### src/shared/mskm_pkg.sv
// Shared constants, types and decode functions of the tone modem core
package mskm_pkg;

	// ----------------------------------------
	// Reference, rates and tones
	// ----------------------------------------
	localparam int REF_LO_HZ = 1008000;
	localparam int REF_HI_HZ = 4032000;
	localparam int BR_1200   = 1200;
	localparam int BR_2400   = 2400;
	localparam int BR_4800   = 4800;
	localparam int F_1200    = 1200;
	localparam int F_1800    = 1800;
	localparam int F_2400    = 2400;
	localparam int F_4800    = 4800;
	localparam int TOL_LO    = 3;
	localparam int TOL_HI    = 5;
	localparam int TOL_DEN   = 4;
	localparam int ACC_W     = 22;
	localparam int CNT_W     = 12;

	// ----------------------------------------
	// Pseudo-sine synthesis
	// ----------------------------------------
	localparam int         SINE_STEPS = 140;
	localparam logic [7:0] SINE_LAST  = 8'h8B;
	localparam logic [7:0] SINE_HALF  = 8'h46;
	localparam logic [7:0] SINE_MID   = 8'h80;
	localparam int         SINE_GAIN  = 13;
	localparam int         SINE_SHIFT = 7;

	// ----------------------------------------
	// Register map
	// ----------------------------------------
	localparam int         ADDR_W      = 4;
	localparam logic [3:0] CTRL_OFS    = 4'h0;
	localparam logic [3:0] STAT_OFS    = 4'h4;
	localparam logic [4:0] CD_NEED_RST = 5'h08;
	localparam logic [1:0] RESP_OKAY   = 2'h0;
	localparam logic [1:0] RESP_SLVERR = 2'h2;
	localparam int         STAT_W      = 11;

	typedef enum logic [2:0] {
		MSKM_R1200 = 3'b001,
		MSKM_R2400 = 3'b010,
		MSKM_R4800 = 3'b100
	} mskm_rate_e;

	typedef struct packed {
		logic [ACC_W-1:0] modulus;
		logic [ACC_W-1:0] inc1;
		logic [ACC_W-1:0] inc0;
		logic [CNT_W-1:0] bit_ticks;
		logic [CNT_W-1:0] half_thr;
		logic [CNT_W-1:0] half_min;
		logic [CNT_W-1:0] half_max;
	} mskm_cfg_s;

	// Both selects high is undefined; low-rate select wins
	function automatic mskm_rate_e rate_decode(input logic lo, input logic hi, input logic ref_hi);
		if (lo) begin
			return MSKM_R1200;
		end
		if (hi && ref_hi) begin
			return MSKM_R4800;
		end
		return MSKM_R2400;
	endfunction

	// Timing of one rate: counts in reference ticks, modulus in Hz, increments in sine steps per second
	function automatic mskm_cfg_s mk_cfg(input int fr, input int br, input int f1, input int f0);
		int        h1;
		int        h0;
		mskm_cfg_s c;
		h1          = fr / (2 * f1);
		h0          = fr / (2 * f0);
		c.modulus   = ACC_W'(fr);
		c.inc1      = ACC_W'(f1 * SINE_STEPS);
		c.inc0      = ACC_W'(f0 * SINE_STEPS);
		c.bit_ticks = CNT_W'(fr / br);
		c.half_thr  = CNT_W'((h1 + h0) / 2);
		c.half_min  = CNT_W'(h0 * TOL_LO / TOL_DEN);
		c.half_max  = CNT_W'(h1 * TOL_HI / TOL_DEN);
		return c;
	endfunction

	function automatic mskm_cfg_s cfg_of(input mskm_rate_e r, input logic ref_hi);
		mskm_cfg_s c;
		c = '0;
		unique case (r)
			MSKM_R1200: c = ref_hi ? mk_cfg(REF_HI_HZ, BR_1200, F_1200, F_1800)
			                       : mk_cfg(REF_LO_HZ, BR_1200, F_1200, F_1800);
			MSKM_R2400: c = ref_hi ? mk_cfg(REF_HI_HZ, BR_2400, F_1200, F_2400)
			                       : mk_cfg(REF_LO_HZ, BR_2400, F_1200, F_2400);
			MSKM_R4800: c = mk_cfg(REF_HI_HZ, BR_4800, F_2400, F_4800);
		endcase
		return c;
	endfunction

endpackage

### src/shared/mskm_reg_if.sv
// Control and status carried between the register slave and the modem core
`timescale 1ns/1ps
`default_nettype none
interface mskm_reg_if;
	logic [4:0]                cd_need;
	logic [mskm_pkg::STAT_W-1:0] status;
	modport regs (output cd_need, input status);
	modport core (input cd_need, output status);
endinterface
`default_nettype wire

### src/core/mskm_axil.sv
// AXI4-Lite slave holding the control and status registers
`timescale 1ns/1ps
`default_nettype none
module mskm_axil (
	input  wire logic                        sys_clk,
	input  wire logic                        nrst,
	input  wire logic [mskm_pkg::ADDR_W-1:0] s_axi_awaddr,
	input  wire logic                        s_axi_awvalid,
	output logic                             s_axi_awready,
	input  wire logic [31:0]                 s_axi_wdata,
	input  wire logic [3:0]                  s_axi_wstrb,
	input  wire logic                        s_axi_wvalid,
	output logic                             s_axi_wready,
	output logic [1:0]                       s_axi_bresp,
	output logic                             s_axi_bvalid,
	input  wire logic                        s_axi_bready,
	input  wire logic [mskm_pkg::ADDR_W-1:0] s_axi_araddr,
	input  wire logic                        s_axi_arvalid,
	output logic                             s_axi_arready,
	output logic [31:0]                      s_axi_rdata,
	output logic [1:0]                       s_axi_rresp,
	output logic                             s_axi_rvalid,
	input  wire logic                        s_axi_rready,
	mskm_reg_if.regs                         rif
);
	logic                        aw_q, aw_d, w_q, w_d, bv_q, bv_d, rv_q, rv_d;
	logic [mskm_pkg::ADDR_W-1:0] awa_q, awa_d;
	logic [31:0]                 wd_q, wd_d, rd_q, rd_d;
	logic [3:0]                  ws_q, ws_d;
	logic [1:0]                  br_q, br_d, rr_q, rr_d;
	logic [4:0]                  cd_q, cd_d;

	// Address and data taken in either order, response after both
	assign s_axi_awready = !aw_q && !bv_q;
	assign s_axi_wready  = !w_q && !bv_q;
	assign s_axi_arready = !rv_q;

	always_comb begin
		{aw_d, awa_d, w_d, wd_d, ws_d} = {aw_q, awa_q, w_q, wd_q, ws_q};
		{bv_d, br_d, rv_d, rd_d, rr_d, cd_d} = {bv_q, br_q, rv_q, rd_q, rr_q, cd_q};
		if (s_axi_awvalid && s_axi_awready) begin
			aw_d  = 1'b1;
			awa_d = s_axi_awaddr;
		end
		if (s_axi_wvalid && s_axi_wready) begin
			w_d  = 1'b1;
			wd_d = s_axi_wdata;
			ws_d = s_axi_wstrb;
		end
		if (aw_q && w_q) begin
			aw_d = 1'b0;
			w_d  = 1'b0;
			bv_d = 1'b1;
			br_d = (awa_q == mskm_pkg::CTRL_OFS) ? mskm_pkg::RESP_OKAY : mskm_pkg::RESP_SLVERR;
			if (awa_q == mskm_pkg::CTRL_OFS && ws_q[0]) begin
				cd_d = wd_q[4:0];
			end
		end else if (bv_q && s_axi_bready) begin
			bv_d = 1'b0;
		end
		// Unmapped reads answer zero with an error response
		if (s_axi_arvalid && s_axi_arready) begin
			rv_d = 1'b1;
			rr_d = mskm_pkg::RESP_OKAY;
			unique case (s_axi_araddr)
				mskm_pkg::CTRL_OFS: rd_d = {27'h0000000, cd_q};
				mskm_pkg::STAT_OFS: rd_d = {21'h000000, rif.status};
				default: begin
					rd_d = 32'h00000000;
					rr_d = mskm_pkg::RESP_SLVERR;
				end
			endcase
		end else if (rv_q && s_axi_rready) begin
			rv_d = 1'b0;
		end
	end

	always_ff @(posedge sys_clk or negedge nrst) begin
		if (!nrst) begin
			{aw_q, awa_q, w_q, wd_q, ws_q} <= '0;
			{bv_q, br_q, rv_q, rd_q, rr_q} <= '0;
			cd_q <= mskm_pkg::CD_NEED_RST;
		end else begin
			{aw_q, awa_q, w_q, wd_q, ws_q} <= {aw_d, awa_d, w_d, wd_d, ws_d};
			{bv_q, br_q, rv_q, rd_q, rr_q} <= {bv_d, br_d, rv_d, rd_d, rr_d};
			cd_q <= cd_d;
		end
	end

	assign s_axi_bvalid = bv_q;
	assign s_axi_bresp  = br_q;
	assign s_axi_rvalid = rv_q;
	assign s_axi_rdata  = rd_q;
	assign s_axi_rresp  = rr_q;
	assign rif.cd_need  = cd_q;
endmodule
`default_nettype wire

### src/core/mskm_core.sv
// Digital core of the full-duplex tone modem
`timescale 1ns/1ps
`default_nettype none
module mskm_core (
	input  wire logic                        sys_clk,
	input  wire logic                        nrst,
	input  wire logic                        ref_clk_i,
	input  wire logic                        ref_sel_i,
	input  wire logic                        rate_lo_i,
	input  wire logic                        rate_hi_i,
	input  wire logic                        tx_en_n_i,
	input  wire logic                        tx_data_i,
	input  wire logic                        rx_en_i,
	input  wire logic                        rx_sig_i,
	input  wire logic [mskm_pkg::ADDR_W-1:0] s_axi_awaddr,
	input  wire logic                        s_axi_awvalid,
	output logic                             s_axi_awready,
	input  wire logic [31:0]                 s_axi_wdata,
	input  wire logic [3:0]                  s_axi_wstrb,
	input  wire logic                        s_axi_wvalid,
	output logic                             s_axi_wready,
	output logic [1:0]                       s_axi_bresp,
	output logic                             s_axi_bvalid,
	input  wire logic                        s_axi_bready,
	input  wire logic [mskm_pkg::ADDR_W-1:0] s_axi_araddr,
	input  wire logic                        s_axi_arvalid,
	output logic                             s_axi_arready,
	output logic [31:0]                      s_axi_rdata,
	output logic [1:0]                       s_axi_rresp,
	output logic                             s_axi_rvalid,
	input  wire logic                        s_axi_rready,
	output logic                             tx_sync_o,
	output logic [7:0]                       tx_sig_o,
	output logic                             tx_sig_oe,
	output logic                             rx_raw_o,
	output logic                             rx_clk_data_o,
	output logic                             rx_sync_o,
	output logic                             carrier_o
);
	localparam int             NPIN     = 8;
	localparam logic [NPIN-1:0] PIN_INIT = 8'h04;
	localparam int             AW       = mskm_pkg::ACC_W;
	localparam int             CW       = mskm_pkg::CNT_W;

	// ----------------------------------------
	// Pin synchronisers and register slave
	// ----------------------------------------
	logic [NPIN-1:0]     pin_s;
	logic                ref_s, ref_sel_s, tx_en_n_s, rate_lo_s, rate_hi_s;
	logic                tx_data_s, rx_en_s, rx_sig_s;
	mskm_reg_if          rif ();

	// Transmit enable idles high so reset leaves the transmitter asleep
	mskm_sync #(
		.W    (NPIN),
		.INIT (PIN_INIT)
	) u_sync (
		.sys_clk (sys_clk),
		.nrst    (nrst),
		.d_i     ({rx_sig_i, rx_en_i, tx_data_i, rate_hi_i, rate_lo_i, tx_en_n_i, ref_sel_i, ref_clk_i}),
		.q_o     (pin_s)
	);
	assign {rx_sig_s, rx_en_s, tx_data_s, rate_hi_s, rate_lo_s, tx_en_n_s, ref_sel_s, ref_s} = pin_s;

	mskm_axil u_axil (
		.sys_clk       (sys_clk),
		.nrst          (nrst),
		.s_axi_awaddr  (s_axi_awaddr),
		.s_axi_awvalid (s_axi_awvalid),
		.s_axi_awready (s_axi_awready),
		.s_axi_wdata   (s_axi_wdata),
		.s_axi_wstrb   (s_axi_wstrb),
		.s_axi_wvalid  (s_axi_wvalid),
		.s_axi_wready  (s_axi_wready),
		.s_axi_bresp   (s_axi_bresp),
		.s_axi_bvalid  (s_axi_bvalid),
		.s_axi_bready  (s_axi_bready),
		.s_axi_araddr  (s_axi_araddr),
		.s_axi_arvalid (s_axi_arvalid),
		.s_axi_arready (s_axi_arready),
		.s_axi_rdata   (s_axi_rdata),
		.s_axi_rresp   (s_axi_rresp),
		.s_axi_rvalid  (s_axi_rvalid),
		.s_axi_rready  (s_axi_rready),
		.rif           (rif.regs)
	);

	// ----------------------------------------
	// Reference tick and rate decode
	// ----------------------------------------
	logic                 ref_q;
	logic                 tick;
	mskm_pkg::mskm_rate_e rate;
	mskm_pkg::mskm_cfg_s  cfg;

	always_ff @(posedge sys_clk or negedge nrst) begin
		if (!nrst) begin
			ref_q <= 1'b0;
		end else begin
			ref_q <= ref_s;
		end
	end
	assign tick = ref_s && !ref_q;

	// One reference rising edge drives every counter below
	always_comb begin
		rate = mskm_pkg::rate_decode(rate_lo_s, rate_hi_s, ref_sel_s);
		cfg  = mskm_pkg::cfg_of(rate, ref_sel_s);
	end

	// Parabolic half-wave, symmetric about mid scale
	function automatic logic [7:0] sine_of(input logic [7:0] s);
		logic [6:0]  x;
		logic [13:0] y;
		logic [17:0] a;
		x = (s < mskm_pkg::SINE_HALF) ? s[6:0] : 7'(s - mskm_pkg::SINE_HALF);
		y = 14'(x) * 14'(mskm_pkg::SINE_HALF[6:0] - x);
		a = (18'(y) * 18'(mskm_pkg::SINE_GAIN)) >> mskm_pkg::SINE_SHIFT;
		return (s < mskm_pkg::SINE_HALF) ? mskm_pkg::SINE_MID + a[7:0] : mskm_pkg::SINE_MID - a[7:0];
	endfunction

	// ----------------------------------------
	// Transmitter
	// ----------------------------------------
	logic [AW-1:0] tx_acc_q, tx_acc_d;
	logic [AW:0]   acc_sum;
	logic [7:0]    tx_step_q, tx_step_d, tx_sig_q, tx_sig_d;
	logic [CW-1:0] tx_bcnt_q, tx_bcnt_d;
	logic          tx_sync_q, tx_sync_d, tx_bit_q, tx_bit_d, tx_oe_q, tx_oe_d;

	// Step advances when accumulator passes the reference rate
	always_comb begin
		{tx_acc_d, tx_step_d, tx_sig_d} = {tx_acc_q, tx_step_q, tx_sig_q};
		{tx_bcnt_d, tx_sync_d, tx_bit_d, tx_oe_d} = {tx_bcnt_q, tx_sync_q, tx_bit_q, tx_oe_q};
		acc_sum = {1'b0, tx_acc_q} + {1'b0, (tx_bit_q ? cfg.inc1 : cfg.inc0)};
		if (tx_en_n_s) begin
			tx_acc_d  = '0;
			tx_step_d = '0;
			tx_bcnt_d = '0;
			tx_sync_d = 1'b1;
			tx_bit_d  = tx_data_s;
			tx_sig_d  = mskm_pkg::SINE_MID;
			tx_oe_d   = 1'b0;
		end else if (tick) begin
			tx_oe_d = 1'b1;
			// Whole bits are whole half-cycles, so no phase jump
			if (acc_sum >= {1'b0, cfg.modulus}) begin
				tx_acc_d  = AW'(acc_sum - {1'b0, cfg.modulus});
				tx_step_d = (tx_step_q >= mskm_pkg::SINE_LAST) ? 8'h00 : tx_step_q + 8'h01;
			end else begin
				tx_acc_d = acc_sum[AW-1:0];
			end
			if (tx_bcnt_q >= cfg.bit_ticks - 1'b1) begin
				tx_bcnt_d = '0;
				tx_bit_d  = tx_data_s;
			end else begin
				tx_bcnt_d = tx_bcnt_q + 1'b1;
			end
			tx_sync_d = (tx_bcnt_d < (cfg.bit_ticks >> 1));
			tx_sig_d  = sine_of(tx_step_d);
		end
	end

	// Separate register group keeps powersave of each path apart
	always_ff @(posedge sys_clk or negedge nrst) begin
		if (!nrst) begin
			{tx_acc_q, tx_step_q, tx_bcnt_q, tx_bit_q, tx_oe_q} <= '0;
			tx_sync_q <= 1'b1;
			tx_sig_q  <= mskm_pkg::SINE_MID;
		end else begin
			{tx_acc_q, tx_step_q, tx_bcnt_q, tx_bit_q, tx_oe_q} <= {tx_acc_d, tx_step_d, tx_bcnt_d, tx_bit_d, tx_oe_d};
			tx_sync_q <= tx_sync_d;
			tx_sig_q  <= tx_sig_d;
		end
	end

	// ----------------------------------------
	// Receiver
	// ----------------------------------------
	logic [CW-1:0] rx_hcnt_q, rx_hcnt_d, rx_pcnt_q, rx_pcnt_d;
	logic [4:0]    rx_vcnt_q, rx_vcnt_d;
	logic          rx_prev_q, rx_prev_d, rx_raw_q, rx_raw_d, cd_q, cd_d;
	logic          rx_sync_q, rx_sync_d, rx_cdat_q, rx_cdat_d;

	// Half-cycle length decides the tone; too short or long drops carrier
	always_comb begin
		{rx_hcnt_d, rx_pcnt_d, rx_vcnt_d, rx_prev_d} = {rx_hcnt_q, rx_pcnt_q, rx_vcnt_q, rx_prev_q};
		{rx_raw_d, cd_d, rx_sync_d, rx_cdat_d} = {rx_raw_q, cd_q, rx_sync_q, rx_cdat_q};
		if (!rx_en_s) begin
			{rx_hcnt_d, rx_pcnt_d, rx_vcnt_d, rx_prev_d} = '0;
			{rx_raw_d, cd_d, rx_sync_d} = '0;
			rx_cdat_d = 1'b0;
		end else if (tick) begin
			rx_prev_d = rx_sig_s;
			if (rx_sig_s != rx_prev_q) begin
				rx_hcnt_d = '0;
				if (rx_hcnt_q >= cfg.half_min && rx_hcnt_q <= cfg.half_max) begin
					rx_raw_d  = (rx_hcnt_q > cfg.half_thr);
					rx_vcnt_d = (&rx_vcnt_q) ? rx_vcnt_q : rx_vcnt_q + 1'b1;
				end else begin
					rx_vcnt_d = '0;
				end
			end else begin
				rx_hcnt_d = (&rx_hcnt_q) ? rx_hcnt_q : rx_hcnt_q + 1'b1;
				if (rx_hcnt_q > cfg.half_max) begin
					rx_vcnt_d = '0;
				end
			end
			cd_d = (rx_vcnt_d >= rif.cd_need);
			// Realign on each data edge, free-run otherwise
			if (rx_raw_d != rx_raw_q || rx_pcnt_q >= cfg.bit_ticks - 1'b1) begin
				rx_pcnt_d = '0;
			end else begin
				rx_pcnt_d = rx_pcnt_q + 1'b1;
			end
			rx_sync_d = (rx_pcnt_d >= (cfg.bit_ticks >> 1));
			if (rx_pcnt_d == (cfg.bit_ticks >> 1)) begin
				rx_cdat_d = rx_raw_d;
			end
		end
	end

	always_ff @(posedge sys_clk or negedge nrst) begin
		if (!nrst) begin
			{rx_hcnt_q, rx_pcnt_q, rx_vcnt_q, rx_prev_q} <= '0;
			{rx_raw_q, cd_q, rx_sync_q, rx_cdat_q} <= '0;
		end else begin
			{rx_hcnt_q, rx_pcnt_q, rx_vcnt_q, rx_prev_q} <= {rx_hcnt_d, rx_pcnt_d, rx_vcnt_d, rx_prev_d};
			{rx_raw_q, cd_q, rx_sync_q, rx_cdat_q} <= {rx_raw_d, cd_d, rx_sync_d, rx_cdat_d};
		end
	end

	// ----------------------------------------
	// Outputs and status
	// ----------------------------------------
	assign tx_sync_o     = tx_sync_q;
	assign tx_sig_o      = tx_sig_q;
	assign tx_sig_oe     = tx_oe_q;
	assign rx_raw_o      = rx_raw_q;
	assign rx_clk_data_o = rx_cdat_q;
	assign rx_sync_o     = rx_sync_q;
	assign carrier_o     = cd_q;
	assign rif.status    = {rate, 1'b0, rx_en_s, tx_oe_q, tx_sync_q, rx_sync_q, rx_cdat_q, rx_raw_q, cd_q};
endmodule
`default_nettype wire

### src/core/mskm_sync.sv
// Three-stage pin synchroniser with agreement filter
`timescale 1ns/1ps
`default_nettype none
module mskm_sync #(
	parameter int           W    = 1,
	parameter logic [W-1:0] INIT = '0
) (
	input  wire logic         sys_clk,
	input  wire logic         nrst,
	input  wire logic [W-1:0] d_i,
	output logic      [W-1:0] q_o
);
	logic [W-1:0] s1_q;
	logic [W-1:0] s2_q;
	logic [W-1:0] s3_q;
	logic [W-1:0] q_q;
	logic [W-1:0] q_d;

	// Accept a level only once stages two and three agree
	always_comb begin
		for (int i = 0; i < W; i++) begin
			q_d[i] = (s2_q[i] == s3_q[i]) ? s3_q[i] : q_q[i];
		end
	end

	// First stage feeds only the second, nothing else looks at it
	always_ff @(posedge sys_clk or negedge nrst) begin
		if (!nrst) begin
			s1_q <= INIT;
			s2_q <= INIT;
			s3_q <= INIT;
			q_q  <= INIT;
		end else begin
			s1_q <= d_i;
			s2_q <= s1_q;
			s3_q <= s2_q;
			q_q  <= q_d;
		end
	end

	assign q_o = q_q;
endmodule
`default_nettype wire

### config.mk
export PLATFORM = sky130hd
export DESIGN_NAME = mskm_core
export DESIGN_NICKNAME = d
export VERILOG_FILES = /design/src/shared/mskm_pkg.sv /design/src/shared/mskm_reg_if.sv /design/src/core/mskm_axil.sv /design/src/core/mskm_core.sv /design/src/core/mskm_sync.sv
export SDC_FILE = /design/constraint.sdc
export NUM_CORES = 1
export LEC_CHECK = 0
export BUFFER_PORTS_ARGS = -buffer_cell sky130_fd_sc_hd__buf_2
export CAP_MARGIN = 20
export CORE_MARGIN = 1.5
export CORE_UTILIZATION = 30
export CTS_CLUSTER_SIZE = 30
export DETAILED_ROUTE_END_ITERATION = 6
export GPL_TIMING_DRIVEN = 0
export PLACE_DENSITY = 0.53
export SYNTH_ARGS = -nofsm -noshare
export SYNTH_HDL_FRONTEND = slang
export SYNTH_HIERARCHICAL = 1
export SYNTH_SLANG_ARGS = --single-unit
export TNS_END_PERCENT = 1
### constraint.sdc
create_clock -name sys_clk -period 12.5 [get_ports sys_clk]
set_input_delay 2.5 -clock sys_clk [delete_from_list [all_inputs] [get_ports sys_clk]]
set_output_delay 2.5 -clock sys_clk [all_outputs]
set_load 0.02 [all_outputs]
==> run summary <==
min Tclk post-route -> 11.99 ns
largest net degree at the start of global routing -> 88
DR iter-0 viols -> 705
f_max -> 83.4 MHz
DRT met1 WL -> 16900 um
non-filler cells, final -> 2241
fin. max-slew vios -> 0
crit path kind -> reg -> reg
Clock Tree Root -> clkbuf_16
MaxCap Viol Count -> 0
die area -> 45700 sq um
Vias/cell -> 4.91
worst slew pin tran -> 0.872 ns
YS warnings -> 6
post-route ant nets -> 0
EDFF count, synth -> 0
Synth Register Bits -> 147
slew margin rel. -> 41.9%
GP Congestion -> 0.849
initial antenna violation count -> 0
first-pass GRT wire length -> 58000 um
vias in the first global route -> 10900
WL met2 -> 16600 um
Initial Utilization -> 30.3%
ys flop type -> dfrtp_1
per-cell routed wire length -> 15.9 um
Final HPWL DP -> 26800 um
Area growth syn-to-layout -> 20.3%
CTS Buffer Depth -> 2
crit-path max cell delay -> 0.55 ns
clock sinks -> 147
fin nets -> 1910
share of flip-flops with an asynchronous set or reset -> 100%
endpoints failing hold -> 0
startpoint types -> flop
Setup Viol. Count Final -> 0
DR WL met3 -> 1300 um
IO Port Bufs -> 59
drt first pass iters -> 6
Max stage delay cell, worst path -> fa_1
WP data arrival -> 12.35 ns
mapped cell area -> 13300 sq um
crit-path max FO -> 10
vias -> 11000
Synth cell types -> 92
Rows -> 77
CP required -> 12.87 ns
Setup Skew -> 0.0120 ns
Die Y-Extent -> 214 um
Final Cycle Share -> 95.9%
Syn Area/Cell -> 8.89 sq um
final wirelength -> 35700 um
clock slew at reported path FFs -> 0.07 ns
CP endpoint kind -> flop
Remaining Overflow, GRT -> 0
chip width -> 214 um
Antenna diodes -> 0
CTS tree -> yes
residual DRC count -> 0
most frequent cells in the layout -> nor2_1, ha_1, inv_1
I/O pin cnt -> 114
share of post-route cells with drive strength above 1 -> 19.1%
CP delay by family, top -> adder cells
GRT Util Overall -> 16.1%
Hold WC Path Type -> reg -> reg
H-Tree Depth -> 4
commonest non-fill, non-tap cell in the layout -> nor2_1
Core Box Area -> 44000 sq um
placed insts -> 2173
RSZ-0062 raised after global routing -> yes
outcome -> finished clean
CTS Buf Count -> 17
top routing layer in use -> met4
worst path bufs/invs -> 10
register area share after synthesis -> 27.7%
Mapped Cells -> 1498
worst skew pair latency -> 0.44 ns
synth_stat cells, drive strengths merged (4+ instances only):
cell type,number,area share [%]
nor2b,12,0.56
maj3,8,0.68
o31ai,11,0.70
o211ai,9,0.54
mux2,21,1.9
a2111oi,5,0.33
fa,43,6.5
ha,171,16
o21a,13,0.79
nand2,104,2.9
buf,39,2.1
a31oi,12,0.56
dfrtp,140,26
nor3,38,1.6
nor2,168,4.7
clkbuf,37,1.0
nand4,14,0.66
and3,16,0.75
inv,148,4.2
nand3,32,1.2
and4,4,0.26
or3,4,0.23
a311oi,10,0.88
mux2i,8,0.60
xor2,36,2.4
nor4,9,0.52
and2,8,0.38
o22ai,6,0.28
xnor2,57,3.9
a21o,42,2.4
or2,6,0.28
o21ai,54,2.1
a211oi,24,1.6
a22o,7,0.46
o21bai,5,0.31
a21oi,98,3.7
dfstp,7,1.4
nand2b,23,1.1
worst paths after layout:
check                                    start              end  slack (ns)  cells past startpoint
worst max-delay path             u_sync/q_o[1]      tx_sig_o[5]        0.51                     53
worst min-delay path            u_sync/s1_q[6]   u_sync/s2_q[6]        0.35                      0
worst max register to register   u_sync/q_o[1]      tx_sig_o[5]        0.51                     53
worst min register to register  u_sync/s1_q[6]   u_sync/s2_q[6]        0.35                      0
max in group asynchronous                 nrst      tx_sig_o[4]        9.60                      2
min in group asynchronous                 nrst  u_axil/awa_q[1]        2.04                      1
cell families (layout without fill, tap and decap cells):
kind of cell             after synthesis  count (layout)  synth area share [%]
AO/OA/AOI/OAI                        332             332                  17.1
XOR/XNOR                              93              93                  6.28
adder cells (fa/ha/maj)              222             222                  23.2
buffers and inverters                225             354                  7.38
flip-flops                           147             147                  27.7
multiplexers                          29              29                  2.52
other                                  2              24                0.0564
AND/OR/NAND/NOR                      448             448                  15.8
layout make-up:
type,instances,area [sq um]
fill,4470,28000
multi-input combinational,1148,9370
sequential,147,3690
tap,592,741
timing repair buffer,100,639
inverter,149,571
buffer,74,427
clock buffer,17,425
clock inverter,14,160
worst reg2reg max path, delay by kind of cell (launching register included):
kind                       cells  cell delay [ns]
adders and majority gates     11             4.31
AOI/OAI and AO/OA             17             3.84
and+or+nand+nor               11             1.73
buffers and inverters         10             0.91
xor gates and xnor gates       4             0.63
DFF                            1             0.49
routing by layer:
metal	GRT usage (%)	vias to the layer above
met2	25.9	188
met1	22.1	5346
li1	-	5431
met3	2.23	48
met4	5.37	0
met5	0	-
through the flow:
step	setup TNS (ns)	util, %	setup slack (ns)	area (sq um)	hold WS, ns
floorplan	0	-	0.330	13400	0.331
finish	0	36.4	0.514	16000	0.348
global route	-0.240	36.4	-0.0860	16000	0.353
detailed placement	-16.30	32.9	-2.36	14500	0.335
CTS	0	35.2	0.0266	15500	0.349
global placement	-15.61	32.8	-2.27	14400	0.332
state kept, by name, indices dropped and copies added, names as in the netlist, 11 cells and up:
register	count
rx_pcnt_q	12
tx_acc_q	17
rx_hcnt_q	12
tx_bcnt_q	12
u_axil/s_axi_rdata	11
timing repair:
item,CTS,global route
setup buffers,18,21
setup endpoints to repair,8,7
hold buffers,0,0
pin swaps,21,39
gates resized for setup,66,67
Power is left out: the tool's default activity adds up to more than one toggle a clock period on the data nets, which glitch-free logic cannot reach.
